## src/wdt_params.svh

```systemverilog
// constants of the watchdog control block
`ifndef WDT_PARAMS_SVH
`define WDT_PARAMS_SVH

// ==========================================
// register placement
`define WDT_CTRL_ADDR      8'hc0
`define WDT_CTRL_BITBASE   5'h18
`define WDT_CTRL_RST       8'h10
`define WDT_PRE_RST        4'h1
`define WDT_RESP_RST       1'b0

// ==========================================
// field positions inside the control register
`define WDT_PRE_MSB        7
`define WDT_PRE_LSB        4
`define WDT_BIT_RESP       3
`define WDT_BIT_FLAG       2
`define WDT_BIT_ARM        1
`define WDT_BIT_UNLOCK     0
`define WDT_BIT_UNLOCK_IDX 3'h0

// ==========================================
// timing in crystal periods
`define WDT_BASE_TICKS     17'h00200
`define WDT_PRE_IMMEDIATE  4'h8
`define WDT_CNT_W          17

`endif

```

## src/wdt_pkg.sv

```systemverilog
// types shared by the watchdog control block
package wdt_pkg;

  // ==========================================
  // write-unlock sequence states
  typedef enum logic [1:0] {
    UL_LOCKED,
    UL_OPEN,
    UL_NEXT
  } wdt_unlock_type;

endpackage : wdt_pkg

```

## src/wdt_pin_sync.sv

```systemverilog
// crystal pin synchroniser with edge pulse
`include "wdt_params.svh"

module wdt_pin_sync (
  // clock and reset
  input  wire logic clk_sys,
  input  wire logic reset_n,
  // raw pin
  input  wire logic pin_in,
  // one-cycle pulse on each filtered rising edge
  output logic      rise_pulse
);

  logic sync1_ff;
  logic sync2_ff;
  logic sync3_ff;
  logic level_ff;
  logic rise_ff;
  logic nxt_level;

  // ==========================================
  // three-stage synchroniser
  always_ff @(posedge clk_sys or negedge reset_n) begin
    if (!reset_n) begin
      sync1_ff <= 1'b0;
      sync2_ff <= 1'b0;
      sync3_ff <= 1'b0;
    end else begin
      sync1_ff <= pin_in;
      sync2_ff <= sync1_ff;
      sync3_ff <= sync2_ff;
    end
  end

  // level changes only when stages two and three agree
  always_comb begin
    nxt_level = (sync2_ff == sync3_ff) ? sync3_ff : level_ff;
  end

  // filtered level and rising edge, crystal time base
  always_ff @(posedge clk_sys or negedge reset_n) begin
    if (!reset_n) begin
      level_ff <= 1'b0;
      rise_ff  <= 1'b0;
    end else begin
      level_ff <= nxt_level;
      rise_ff  <= nxt_level & ~level_ff;
    end
  end

  assign rise_pulse = rise_ff;

  // ==========================================
  // checks
  a_pulse_single: assert property (@(posedge clk_sys) disable iff (!reset_n)
    rise_ff |=> !rise_ff) else $error("crystal tick pulse lasted two cycles");

endmodule : wdt_pin_sync

```

## src/wdt_tick_counter.sv

```systemverilog
// crystal tick counter with programmable limit
`include "wdt_params.svh"

module wdt_tick_counter (
  // clock and reset
  input  wire logic                  clk_sys,
  input  wire logic                  reset_n,
  // control
  input  wire logic                  tick,
  input  wire logic                  clear,
  input  wire logic                  run,
  input  wire logic [`WDT_CNT_W-1:0] limit,
  // one-cycle pulse when the limit is reached
  output logic                       expire
);

  logic [`WDT_CNT_W-1:0] count_ff;
  logic                  expire_ff;
  logic [`WDT_CNT_W-1:0] nxt_count;

  // next count, wraps to zero at the limit
  always_comb begin
    nxt_count = count_ff + 1'b1;
  end

  // ==========================================
  // counting, restarted by clear or when idle
  always_ff @(posedge clk_sys or negedge reset_n) begin
    if (!reset_n) begin
      count_ff  <= '0;
      expire_ff <= 1'b0;
    end else if (clear || !run) begin
      count_ff  <= '0;
      expire_ff <= 1'b0;
    end else if (tick) begin
      if (nxt_count >= limit) begin
        count_ff  <= '0;
        expire_ff <= 1'b1;
      end else begin
        count_ff  <= nxt_count;
        expire_ff <= 1'b0;
      end
    end else begin
      expire_ff <= 1'b0;
    end
  end

  assign expire = expire_ff;

  // ==========================================
  // checks
  a_count_below: assert property (@(posedge clk_sys) disable iff (!reset_n)
    run && !clear && $stable(limit) |-> count_ff < limit)
    else $error("count passed its limit");
  a_count_clear: assert property (@(posedge clk_sys) disable iff (!reset_n)
    clear |=> count_ff == '0 && !expire_ff)
    else $error("rearm did not clear count");
  a_expire_cause: assert property (@(posedge clk_sys) disable iff (!reset_n)
    expire_ff |-> $past(tick) && $past(run))
    else $error("expiry without a tick");

endmodule : wdt_tick_counter

```

## src/wdt_control.sv

```systemverilog
// watchdog control register, unlock sequence and expiry response
`include "wdt_params.svh"

module wdt_control (
  // clock and external hardware reset
  input  wire logic       clk_sys,
  input  wire logic       reset_n,
  // crystal pin
  input  wire logic       xtal_clk_in,
  // byte access
  input  wire logic [7:0] sfr_addr,
  input  wire logic       sfr_wr,
  input  wire logic       sfr_rd,
  input  wire logic [7:0] sfr_wdata,
  output logic      [7:0] sfr_rdata,
  // bit access
  input  wire logic [7:0] bit_addr,
  input  wire logic       bit_wr,
  input  wire logic       bit_wdata,
  // core and supply events
  input  wire logic       instr_done,
  input  wire logic       supply_monitor_irq,
  // expiry outputs
  output logic            wdt_reset_req,
  output logic            wdt_irq
);

  // ==========================================
  // state
  logic [3:0]                  timeout_sel_ff;
  logic                        expiry_response_select_ff;
  logic                        timeout_flag_ff;
  logic                        arm_bit_ff;
  wdt_pkg::wdt_unlock_type     unlock_ff;
  logic [7:0]                  sfr_rdata_ff;
  logic                        wdt_reset_req_ff;
  logic                        wdt_irq_ff;

  logic [7:0]                  ctrl_view;
  logic                        byte_hit;
  logic                        bit_hit;
  logic                        unlock_set;
  logic                        wr_acc;
  logic [7:0]                  wr_val;
  logic                        kick;
  logic                        xtal_tick;
  logic                        cnt_expire;
  logic                        cnt_run;
  logic [`WDT_CNT_W-1:0]       cnt_limit;
  logic                        imm_expire;
  logic                        expire_evt;
  logic                        reset_expire;
  logic                        irq_expire;
  wdt_pkg::wdt_unlock_type     nxt_unlock;

  // ==========================================
  // register view, unlock bit reads as one while the sequence is open
  always_comb begin
    ctrl_view                            = 8'h00;
    ctrl_view[`WDT_PRE_MSB:`WDT_PRE_LSB] = timeout_sel_ff;
    ctrl_view[`WDT_BIT_RESP]             = expiry_response_select_ff;
    ctrl_view[`WDT_BIT_FLAG]             = timeout_flag_ff;
    ctrl_view[`WDT_BIT_ARM]              = arm_bit_ff;
    ctrl_view[`WDT_BIT_UNLOCK]           = (unlock_ff != wdt_pkg::UL_LOCKED);
  end

  // address decode for byte and bit access
  always_comb begin
    byte_hit   = sfr_wr && (sfr_addr == `WDT_CTRL_ADDR);
    bit_hit    = bit_wr && (bit_addr[7:3] == `WDT_CTRL_BITBASE);
    unlock_set = bit_hit && (bit_addr[2:0] == `WDT_BIT_UNLOCK_IDX) && bit_wdata;
  end

  // accepted write and its merged value, only right after unlock
  always_comb begin
    wr_val = ctrl_view;
    wr_acc = 1'b0;
    if (unlock_ff == wdt_pkg::UL_NEXT) begin
      if (byte_hit) begin
        wr_acc = 1'b1;
        wr_val = sfr_wdata;
      end else if (bit_hit && (bit_addr[2:0] != `WDT_BIT_UNLOCK_IDX)) begin
        wr_acc               = 1'b1;
        wr_val[bit_addr[2:0]] = bit_wdata;
      end
    end
  end

  // ==========================================
  // unlock sequence: set, its own instruction ends, next one may write
  always_comb begin
    nxt_unlock = unlock_ff;
    unique case (unlock_ff)
      wdt_pkg::UL_LOCKED: begin
        if (unlock_set) begin
          nxt_unlock = instr_done ? wdt_pkg::UL_NEXT : wdt_pkg::UL_OPEN;
        end
      end
      wdt_pkg::UL_OPEN: begin
        if (instr_done) begin
          nxt_unlock = wdt_pkg::UL_NEXT;
        end
      end
      wdt_pkg::UL_NEXT: begin
        if (wr_acc || instr_done) begin
          nxt_unlock = wdt_pkg::UL_LOCKED;
        end
      end
      default: begin
        nxt_unlock = wdt_pkg::UL_LOCKED;
      end
    endcase
  end

  // unlock state register
  always_ff @(posedge clk_sys or negedge reset_n) begin
    if (!reset_n) begin
      unlock_ff <= wdt_pkg::UL_LOCKED;
    end else begin
      unlock_ff <= nxt_unlock;
    end
  end

  // ==========================================
  // crystal time base and counter
  wdt_pin_sync u_xtal_sync (
    .clk_sys    (clk_sys),
    .reset_n    (reset_n),
    .pin_in     (xtal_clk_in),
    .rise_pulse (xtal_tick)
  );

  // counter runs for codes 0..7, limit is 512 shifted by the code
  always_comb begin
    kick      = wr_acc && wr_val[`WDT_BIT_ARM];
    cnt_run   = arm_bit_ff && !timeout_sel_ff[3];
    cnt_limit = `WDT_BASE_TICKS << timeout_sel_ff[2:0];
  end

  wdt_tick_counter u_counter (
    .clk_sys (clk_sys),
    .reset_n (reset_n),
    .tick    (xtal_tick),
    .clear   (kick),
    .run     (cnt_run),
    .limit   (cnt_limit),
    .expire  (cnt_expire)
  );

  // ==========================================
  // expiry decode
  always_comb begin
    // code eight resets at once, higher codes stay quiet
    imm_expire   = arm_bit_ff && (timeout_sel_ff == `WDT_PRE_IMMEDIATE) && !kick;
    // response select steers expiry to reset or interrupt
    reset_expire = imm_expire || (cnt_expire && arm_bit_ff && !expiry_response_select_ff);
    irq_expire   = cnt_expire && arm_bit_ff && expiry_response_select_ff;
    expire_evt   = reset_expire || irq_expire;
  end

  // ==========================================
  // prescale and response select
  always_ff @(posedge clk_sys or negedge reset_n) begin
    if (!reset_n) begin
      timeout_sel_ff            <= `WDT_PRE_RST;
      expiry_response_select_ff <= `WDT_RESP_RST;
    end else if (wr_acc) begin
      timeout_sel_ff            <= wr_val[`WDT_PRE_MSB:`WDT_PRE_LSB];
      expiry_response_select_ff <= wr_val[`WDT_BIT_RESP];
    end
  end

  // timeout flag, set wins over a zero write, cleared by a zero write or hardware reset
  always_ff @(posedge clk_sys or negedge reset_n) begin
    if (!reset_n) begin
      timeout_flag_ff <= 1'b0;
    end else if (expire_evt) begin
      timeout_flag_ff <= 1'b1;
    end else if (wr_acc && !wr_val[`WDT_BIT_FLAG]) begin
      timeout_flag_ff <= 1'b0;
    end
  end

  // arm bit, kept in interval mode, dropped on reset expiry or supply alarm
  always_ff @(posedge clk_sys or negedge reset_n) begin
    if (!reset_n) begin
      arm_bit_ff <= 1'b0;
    end else if (wr_acc) begin
      arm_bit_ff <= wr_val[`WDT_BIT_ARM];
    end else if (reset_expire || supply_monitor_irq) begin
      arm_bit_ff <= 1'b0;
    end
  end

  // expiry pulses, interrupt line is the fixed high-priority one
  always_ff @(posedge clk_sys or negedge reset_n) begin
    if (!reset_n) begin
      wdt_reset_req_ff <= 1'b0;
      wdt_irq_ff       <= 1'b0;
    end else begin
      wdt_reset_req_ff <= reset_expire;
      wdt_irq_ff       <= irq_expire;
    end
  end

  // read data, zero for other addresses
  always_ff @(posedge clk_sys or negedge reset_n) begin
    if (!reset_n) begin
      sfr_rdata_ff <= 8'h00;
    end else if (sfr_rd) begin
      sfr_rdata_ff <= (sfr_addr == `WDT_CTRL_ADDR) ? ctrl_view : 8'h00;
    end
  end

  assign sfr_rdata     = sfr_rdata_ff;
  assign wdt_reset_req = wdt_reset_req_ff;
  assign wdt_irq       = wdt_irq_ff;

  // ==========================================
  // checks
  a_flag_on_expiry: assert property (@(posedge clk_sys) disable iff (!reset_n)
    expire_evt |=> timeout_flag_ff) else $error("timeout did not set flag");
  a_flag_sw_clear: assert property (@(posedge clk_sys) disable iff (!reset_n)
    wr_acc && !wr_val[`WDT_BIT_FLAG] && !expire_evt |=> !timeout_flag_ff)
    else $error("zero write did not clear flag");
  a_flag_survives: assert property (@(posedge clk_sys) disable iff (!reset_n)
    wdt_reset_req_ff && timeout_flag_ff && !wr_acc |=> timeout_flag_ff)
    else $error("flag lost after watchdog reset");
  a_reset_response: assert property (@(posedge clk_sys) disable iff (!reset_n)
    cnt_expire && arm_bit_ff && !expiry_response_select_ff && !wr_acc
    |=> wdt_reset_req_ff && !wdt_irq_ff && !arm_bit_ff)
    else $error("reset response wrong");
  a_irq_response: assert property (@(posedge clk_sys) disable iff (!reset_n)
    cnt_expire && arm_bit_ff && expiry_response_select_ff
    |=> wdt_irq_ff && !wdt_reset_req_ff) else $error("interrupt response wrong");
  a_interval_keeps: assert property (@(posedge clk_sys) disable iff (!reset_n)
    irq_expire && !wr_acc && !supply_monitor_irq |=> arm_bit_ff)
    else $error("interval timer stopped after interrupt");
  a_immediate_reset: assert property (@(posedge clk_sys) disable iff (!reset_n)
    arm_bit_ff && timeout_sel_ff == `WDT_PRE_IMMEDIATE && !wr_acc
    |=> wdt_reset_req_ff && !arm_bit_ff) else $error("code eight did not reset");
  a_locked_write: assert property (@(posedge clk_sys) disable iff (!reset_n)
    unlock_ff != wdt_pkg::UL_NEXT |=> $stable(timeout_sel_ff)
    && $stable(expiry_response_select_ff)) else $error("write taken while locked");
  a_supply_clear: assert property (@(posedge clk_sys) disable iff (!reset_n)
    supply_monitor_irq && !wr_acc |=> !arm_bit_ff)
    else $error("supply alarm left watchdog armed");
  a_read_view: assert property (@(posedge clk_sys) disable iff (!reset_n)
    sfr_rd && sfr_addr == `WDT_CTRL_ADDR |=> sfr_rdata_ff == $past(ctrl_view))
    else $error("register read mismatch");

  // ==========================================
  // checks on writes, responses, reads and the unlock window
  a_arm_sw_clear: assert property (@(posedge clk_sys) disable iff (!reset_n)
    wr_acc && !wr_val[`WDT_BIT_ARM] |=> !arm_bit_ff)
    else $error("zero write left watchdog armed");
  a_field_write: assert property (@(posedge clk_sys) disable iff (!reset_n)
    wr_acc |=> timeout_sel_ff == $past(wr_val[`WDT_PRE_MSB:`WDT_PRE_LSB])
    && expiry_response_select_ff == $past(wr_val[`WDT_BIT_RESP]))
    else $error("written fields not stored");
  a_reserved_quiet: assert property (@(posedge clk_sys) disable iff (!reset_n)
    $stable(timeout_sel_ff) && timeout_sel_ff > `WDT_PRE_IMMEDIATE
    |=> !wdt_reset_req_ff && !wdt_irq_ff) else $error("reserved code caused expiry");
  a_unlock_closes: assert property (@(posedge clk_sys) disable iff (!reset_n)
    unlock_ff == wdt_pkg::UL_NEXT && instr_done |=> unlock_ff == wdt_pkg::UL_LOCKED)
    else $error("write window stayed open");
  a_one_response: assert property (@(posedge clk_sys) disable iff (!reset_n)
    !(wdt_reset_req_ff && wdt_irq_ff)) else $error("reset and interrupt together");
  a_disarmed_quiet: assert property (@(posedge clk_sys) disable iff (!reset_n)
    !arm_bit_ff |=> !wdt_reset_req_ff && !wdt_irq_ff)
    else $error("expiry while disarmed");
  a_read_other: assert property (@(posedge clk_sys) disable iff (!reset_n)
    sfr_rd && sfr_addr != `WDT_CTRL_ADDR |=> sfr_rdata_ff == 8'h00)
    else $error("unmapped read not zero");
  a_rdata_holds: assert property (@(posedge clk_sys) disable iff (!reset_n)
    !sfr_rd |=> $stable(sfr_rdata_ff)) else $error("read data changed without a read");
  a_imm_no_irq: assert property (@(posedge clk_sys) disable iff (!reset_n)
    imm_expire |=> wdt_reset_req_ff && !wdt_irq_ff) else $error("code eight gave interrupt");
  a_kick_no_expiry: assert property (@(posedge clk_sys) disable iff (!reset_n)
    kick |=> !cnt_expire) else $error("rearm did not hold off expiry");

  c_irq_seen: cover property (@(posedge clk_sys) disable iff (!reset_n) wdt_irq_ff);
  c_reset_seen: cover property (@(posedge clk_sys) disable iff (!reset_n)
    wdt_reset_req_ff && !$past(imm_expire));
  c_immediate_seen: cover property (@(posedge clk_sys) disable iff (!reset_n) imm_expire);
  c_unlocked_write: cover property (@(posedge clk_sys) disable iff (!reset_n) wr_acc && kick);
  c_flag_cleared: cover property (@(posedge clk_sys) disable iff (!reset_n)
    timeout_flag_ff ##1 !timeout_flag_ff);

endmodule : wdt_control

```

## config.mk

```make
export PLATFORM = sky130hd
export DESIGN_NAME = wdt_control
export DESIGN_NICKNAME = d
export VERILOG_FILES = /design/src/wdt_pkg.sv /design/src/wdt_pin_sync.sv /design/src/wdt_tick_counter.sv /design/src/wdt_control.sv
export VERILOG_INCLUDE_DIRS = /design/src
export SDC_FILE = /design/constraint.sdc
export NUM_CORES = 1
export LEC_CHECK = 0
export ABC_CLOCK_PERIOD_IN_PS = 5000
export BUFFER_PORTS_ARGS = -buffer_cell sky130_fd_sc_hd__buf_2
export CAP_MARGIN = 20
export CORE_UTILIZATION = 55
export CTS_BUF_LIST = sky130_fd_sc_hd__clkbuf_8 sky130_fd_sc_hd__clkbuf_16
export DETAILED_ROUTE_END_ITERATION = 10
export PLACE_DENSITY = 0.82
export SLEW_MARGIN = 20
export SYNTH_ARGS = -nofsm -noshare
export SYNTH_HDL_FRONTEND = slang
export SYNTH_HIERARCHICAL = 1
export SYNTH_SLANG_ARGS = --single-unit
```

## constraint.sdc

```tcl
create_clock -name clk_sys -period 5 [get_ports clk_sys]
set_clock_uncertainty 0.15 [all_clocks]
set_input_delay 1.25 -clock clk_sys [delete_from_list [all_inputs] [get_ports clk_sys]]
set_output_delay 1.25 -clock clk_sys [all_outputs]
set_load 0.1 [all_outputs]
```

# Word level (Yosys, flattened, before mapping)
# Cells that the tools add are included.
dict set report totals {
  register_bits 42
  in_bits 33
  out_inout_bits 10
  word_cells 91
}
dict set report classes {
  addsub 1
  order_cmp 3
  eq_ne 9
  shifts 1
  n_mux 26
  n_bitwise 2
  n_reduce_logical 34
}
# operator n
set ops {}
lappend ops {{$mux W17} 3}
lappend ops {{$mux W8} 3}
lappend ops {{$add A17 B1 Y17 const B} 1}
lappend ops {{$ge A17 B17 Y1} 1}
lappend ops {{$shl A10 B3 Y17 const A} 1}
lappend ops {{$logic_and A1 B1 Y1} 14}
lappend ops {{$mux W1} 12}
lappend ops {{$reduce_bool A2 Y1} 5}
lappend ops {{$bwmux W8} 1}
lappend ops {{$eq A8 B8 Y1 const B} 1}
lappend ops {{$mux W2} 4}
lappend ops {{$pmux W2 S3} 1}
lappend ops {{$reduce_and A3 Y1} 2}
lappend ops {{$eq A5 B5 Y1 const B} 1}
lappend ops {{$logic_not A1 Y1} 5}
lappend ops {{$logic_or A1 B1 Y1} 5}
lappend ops {{$eq A4 B4 Y1 const B} 1}
lappend ops {{$lt A3 B4 Y1 const B} 1}
lappend ops {{$ne A2 B2 Y1 const B} 2}
lappend ops {{$demux W1 S3} 1}
lappend ops {{$ge A3 B1 Y1 const B} 1}
lappend ops {{$logic_not A3 Y1} 1}
lappend ops {{$mux W3} 1}
lappend ops {{$reduce_bool A3 Y1} 1}
lappend ops {{other kinds (7)} 7}

# Logic depth before layout (Yosys ltp)
dict set report logic_depth {
  ltp_word 15
  ltp_mapped 12
  mapped_depth_nobuf 10
}

# Cells and area by module
# The synthesis kept the hierarchy.
# mod n_inst cells_each area_each_um2 seq_area_each_um2
set modules_own_cells {}
lappend modules_own_cells {wdt_tick_counter 1 141 1386.3 450.4}
lappend modules_own_cells {wdt_control 1 132 1197.4 476.7}
lappend modules_own_cells {wdt_pin_sync 1 7 146.4 125.1}

# Worst setup path after synthesis
# OpenSTA, ideal clock, no wires.
dict set report synth_timing {
  kind {input-to-reg}
  start {in sfr_addr[1]}
  end {reg u_counter.count_ff[1]}
  setup_ns 0.066
  arrival_ns 3.476
  t_required_ns 4.784
  slack_ns 1.309
  path_stages 6
  n_path_buf 1
  cell_sequence {or4_4 > or4_1 > o211a_1 > nor3b_1 > clkbuf_1 > a22o_1}
}
dict set report synth_via {
  elab_chain_len 7
  elab_cells_between_ends 10
  cone_classes {eq/ne: 1; mux: 5; reduce/logical: 4}
}
# element line
set synth_lines {}
lappend synth_lines {{start, declared} wdt_control.sv:11} ;# input wire logic [7:0] sfr_addr,
lappend synth_lines {{$eq A8 B8 Y1 (no source line) *} n/a}
lappend synth_lines {{$logic_and A1 B1 Y1 *} wdt_control.sv:69} ;# byte_hit = sfr_wr && (sfr_addr == `WDT_CTRL_ADDR);
lappend synth_lines {{$mux W1 or $mux W8 (tied branches)} wdt_control.sv:79} ;# if (byte_hit) begin
lappend synth_lines {{$mux W1 or $mux W3 (tied branches)} wdt_control.sv:78} ;# if (unlock_ff == wdt_pkg::UL_NEXT) begin
lappend synth_lines {{$logic_and A1 B1 Y1 *} wdt_control.sv:135} ;# kick = wr_acc && wr_val[`WDT_BIT_ARM];
lappend synth_lines {{net kick} wdt_control.sv:45} ;# logic kick;
lappend synth_lines {{$logic_or A1 B1 Y1 *} wdt_tick_counter.sv:32} ;# end else if (clear || !run) begin
lappend synth_lines {{$mux W17 or $reduce_bool A2 Y1 (tied branches)} n/a}
lappend synth_lines {{end signal, assigned} wdt_tick_counter.sv:40} ;# count_ff <= nxt_count;
lappend synth_lines {{end, declared} wdt_tick_counter.sv:17} ;# logic [`WDT_CNT_W-1:0] count_ff;
# The timed path passes the listed nets; every way through them passes the cells marked *.
# A chain may end at the register's enable or synchronous reset.

# Worst setup path after layout
dict set report layout_timing {
  start {in sfr_addr[1]}
  end {reg u_counter.count_ff[0]}
}
# The elaborated chain is that of the path after synthesis.

==> impl_metrics.json <==
{
  "die_h_um": 72.46,
  "synth_top_family_by_area": "simple AND/OR/NAND/NOR gates",
  "finalSetupViolCount": 0,
  "cts.clk_slew.worst_paths_ns": 0.07,
  "seq_area_sq_um": 1052,
  "root_buffer": "clkbuf_8",
  "fp.dieW_um": 72.46,
  "crit_required_ns": 5.08,
  "rsz0062_at_grt": "false",
  "final_antenna_net_count": 0,
  "post-route-period-util_pct": 72.61,
  "vias": 2322,
  "die-area_sq_um": 5250,
  "drive_above_1_share_pct": 20.91,
  "final.setup.tns_ns": 0,
  "placed_area_sq_um": 3014,
  "syn-cell-area_sq_um": 2730,
  "avgSynthCellArea_sq_um": 9.750,
  "async_reset_ff_share_pct": 100.0,
  "grtUsageTotal_pct": 23.97,
  "critPathCaptureType": "register",
  "ctsResizeCount": 0,
  "clkLatencyLatePin_ns": 0.29,
  "cts_setup_buffers": 0,
  "ys_seq_elements": 42,
  "mostFrequentLayoutCells": "41 x dfrtp_1, 41 x buf_2, 28 x inv_1",
  "synth_fa_ha_area_share_pct": 8.662,
  "placementRows": 25,
  "avgViaCountPerCell": 5.849,
  "worstMarginPinSlew_ns": 0.9209,
  "clock_sinks": 42,
  "r2r_end": "u_counter/count_ff[0]$_DFFE_PN0P_",
  "synth-xor-area-share_pct": 5.087,
  "core_area_sq_um": 4755,
  "final_util_pct": 65.05,
  "cts-hold-fix-buffers": 0,
  "crit_type": "in2reg",
  "cts-buffers-inserted": 5,
  "synth_simple_gate_area_share_pct": 23.97,
  "numPortBuffers": 41,
  "outcome": "complete, no violations",
  "detail_route.wl_per_cell_um": 14.59,
  "ios": 43,
  "crit_arrival_ns": 3.71,
  "synth_cell_types": 63,
  "antenna_cells": 0,
  "gr-total-overflow": 0,
  "hold_start": "u_xtal_sync/sync1_ff$_DFF_PN0_",
  "min_to": "u_xtal_sync/sync2_ff$_DFF_PN0_",
  "routed_wl_um": 5792,
  "reg2regPathDepth": 10,
  "drc": 0,
  "clock_path_buffers": 2,
  "synth_flop_cell": "dfrtp_1",
  "maxCapViolCount": 0,
  "synthMuxAreaShare_pct": 1.146,
  "power.density_nw_per_um2": 190.9,
  "relSlewSlack_pct": 38.61,
  "startpoint_type": "input port",
  "multiInputGateArea_sq_um": 1560,
  "yosysSeqAreaShare_pct": 38.54,
  "antenna_found_initial": 0,
  "p_leak_uw": 0.001501,
  "htreeDepth": 2,
  "synth-edff-count": 0,
  "worstPathMaxFanout": 17,
  "design_area_sq_um": 3093,
  "fill_cells": 402,
  "fin_crit_ns": 3.631,
  "clock.fmax_mhz": 275.4,
  "drt_pre_antenna_iters": 4,
  "nets": 381,
  "drv_slew": 0,
  "routabilityCongestion": 0.7907,
  "hold_viol": 0,
  "grt_pass1_wl_um": 9908,
  "ys_warn_count": 6,
  "grt_max_degree": 43,
  "netlist_instances": 280,
  "whs_path_depth": 0,
  "min-delay-path-class": "reg2reg",
  "drtIter0Drc": 121,
  "ir_worst_vdd_mv": 0.1341,
  "regToRegStartpoint": "u_counter/count_ff[0]$_DFFE_PN0P_",
  "start_util_pct": 57.42,
  "synth_compound_area_share_pct": 17.05,
  "reg2reg_slack_ns": 1.50,
  "cts_tree": "yes",
  "hpwl_um": 4381,
  "area_growth_pct": 13.29,
  "grt_pass1_vias": 2245
}
## cells in the mapped netlist, drive strengths merged, types with 2 or more instances
cell type	number	area share [%]
nand3	11	2.2
clkbuf	4	0.55
dfrtp	41	38
nor4b	2	0.64
and2	2	0.55
nor2b	4	0.92
o211a	2	0.73
a221o	4	1.5
a211oi	4	1.3
mux2i	2	0.73
nand3b	3	0.82
or4	3	1.1
or3	2	0.69
nor3	14	3.1
nand2	19	2.9
nand4	7	1.8
buf	3	1.0
nor2	9	1.2
and3	6	1.4
xnor2	9	3.2
or4bb	3	1.2
and3b	2	0.69
xor2	6	1.9
nor3b	6	1.6
ha	18	8.2
a22o	16	5.1
a21o	4	1.1
o21ai	16	2.9
inv	28	3.8
a21oi	6	1.1
nor4	4	1.1
## where the power goes
group	total, uW	leakage [uW]	internal [uW]	switching (uW)
Combinational	41.2	0.000889	16.6	24.6
Sequential	344	0.000568	342	1.85
Clock	205	0.0000438	93.8	112
Total	590	0.00150	452	138
## layer usage
layer  track usage (%)  up-vias  routed length, um
met5                 0        -                  0
met4             7.190        0                 70
met3             3.750        6                197
met2             40.91       63               2839
met1             31.40     1128               2684
li1                  -     1125                  -
## stage by stage
| step | power, uW | instances | setup slack (ns) | hold WS, ns |
|---|---|---|---|---|
| after floorplan | 365.7 | 288 | 1.309 | 0.1812 |
| after global placement | 389.9 | 390 | 1.091 | 0.1866 |
| after detailed placement | 391.6 | 390 | 1.080 | 0.1889 |
| after CTS | 593.4 | 397 | 1.387 | 0.2066 |
| after global routing | 616.6 | 397 | 1.221 | 0.2086 |
| final | 590.5 | 397 | 1.369 | 0.2031 |
## layout make-up
type	instances	share of cell area (%)
inverters	28	3.398
clock inverters	2	0.3236
clock buffers	5	2.225
well taps	67	2.710
flip-flops and latches	42	34.02
multi-input cells	211	50.45
repair buffers	42	6.877
## cells by family (layout without fill, tap and decap cells)
| family | Yosys count | count (layout) |
|---|---|---|
| other | 1 | 9 |
| adders and majority gates | 19 | 19 |
| buffers and inverters | 35 | 77 |
| AOI/OAI and AO/OA | 63 | 63 |
| and+or+nand+nor | 102 | 102 |
| muxes | 3 | 3 |
| xor gates and xnor gates | 15 | 15 |
| DFF | 42 | 42 |
## flip-flops by register name, summed over array words and instances (netlist names), 2 cells and up
name / count
unlock_ff: 2
sfr_rdata: 8
u_counter/count_ff: 17
timeout_sel_ff: 4
## worst max-delay path, stage by stage
cell and delay, ns:
buf_2 0.10, or4_4 0.54, or4_1 0.50, o211a_1 0.19, nand3b_1 0.18, and4b_1 0.67
mux2_2 0.27
## how the worst max path moves through the flow
stage,startpoint,end,slack [ns],depth (start not counted)
after CTS,sfr_addr[1],u_counter/count_ff[0]$_DFFE_PN0P_,1.39,7
after global placement,sfr_addr[1],u_counter/count_ff[0]$_DFFE_PN0P_,1.09,7
after global routing,sfr_addr[1],u_counter/count_ff[0]$_DFFE_PN0P_,1.22,7
after detailed placement,sfr_addr[1],u_counter/count_ff[0]$_DFFE_PN0P_,1.08,7
final,sfr_addr[1],u_counter/count_ff[0]$_DFFE_PN0P_,1.37,7
after floorplan,sfr_addr[1],u_counter/count_ff[1]$_DFFE_PN0P_,1.31,6
No activity file was read; power rests on OpenSTA's default activity.
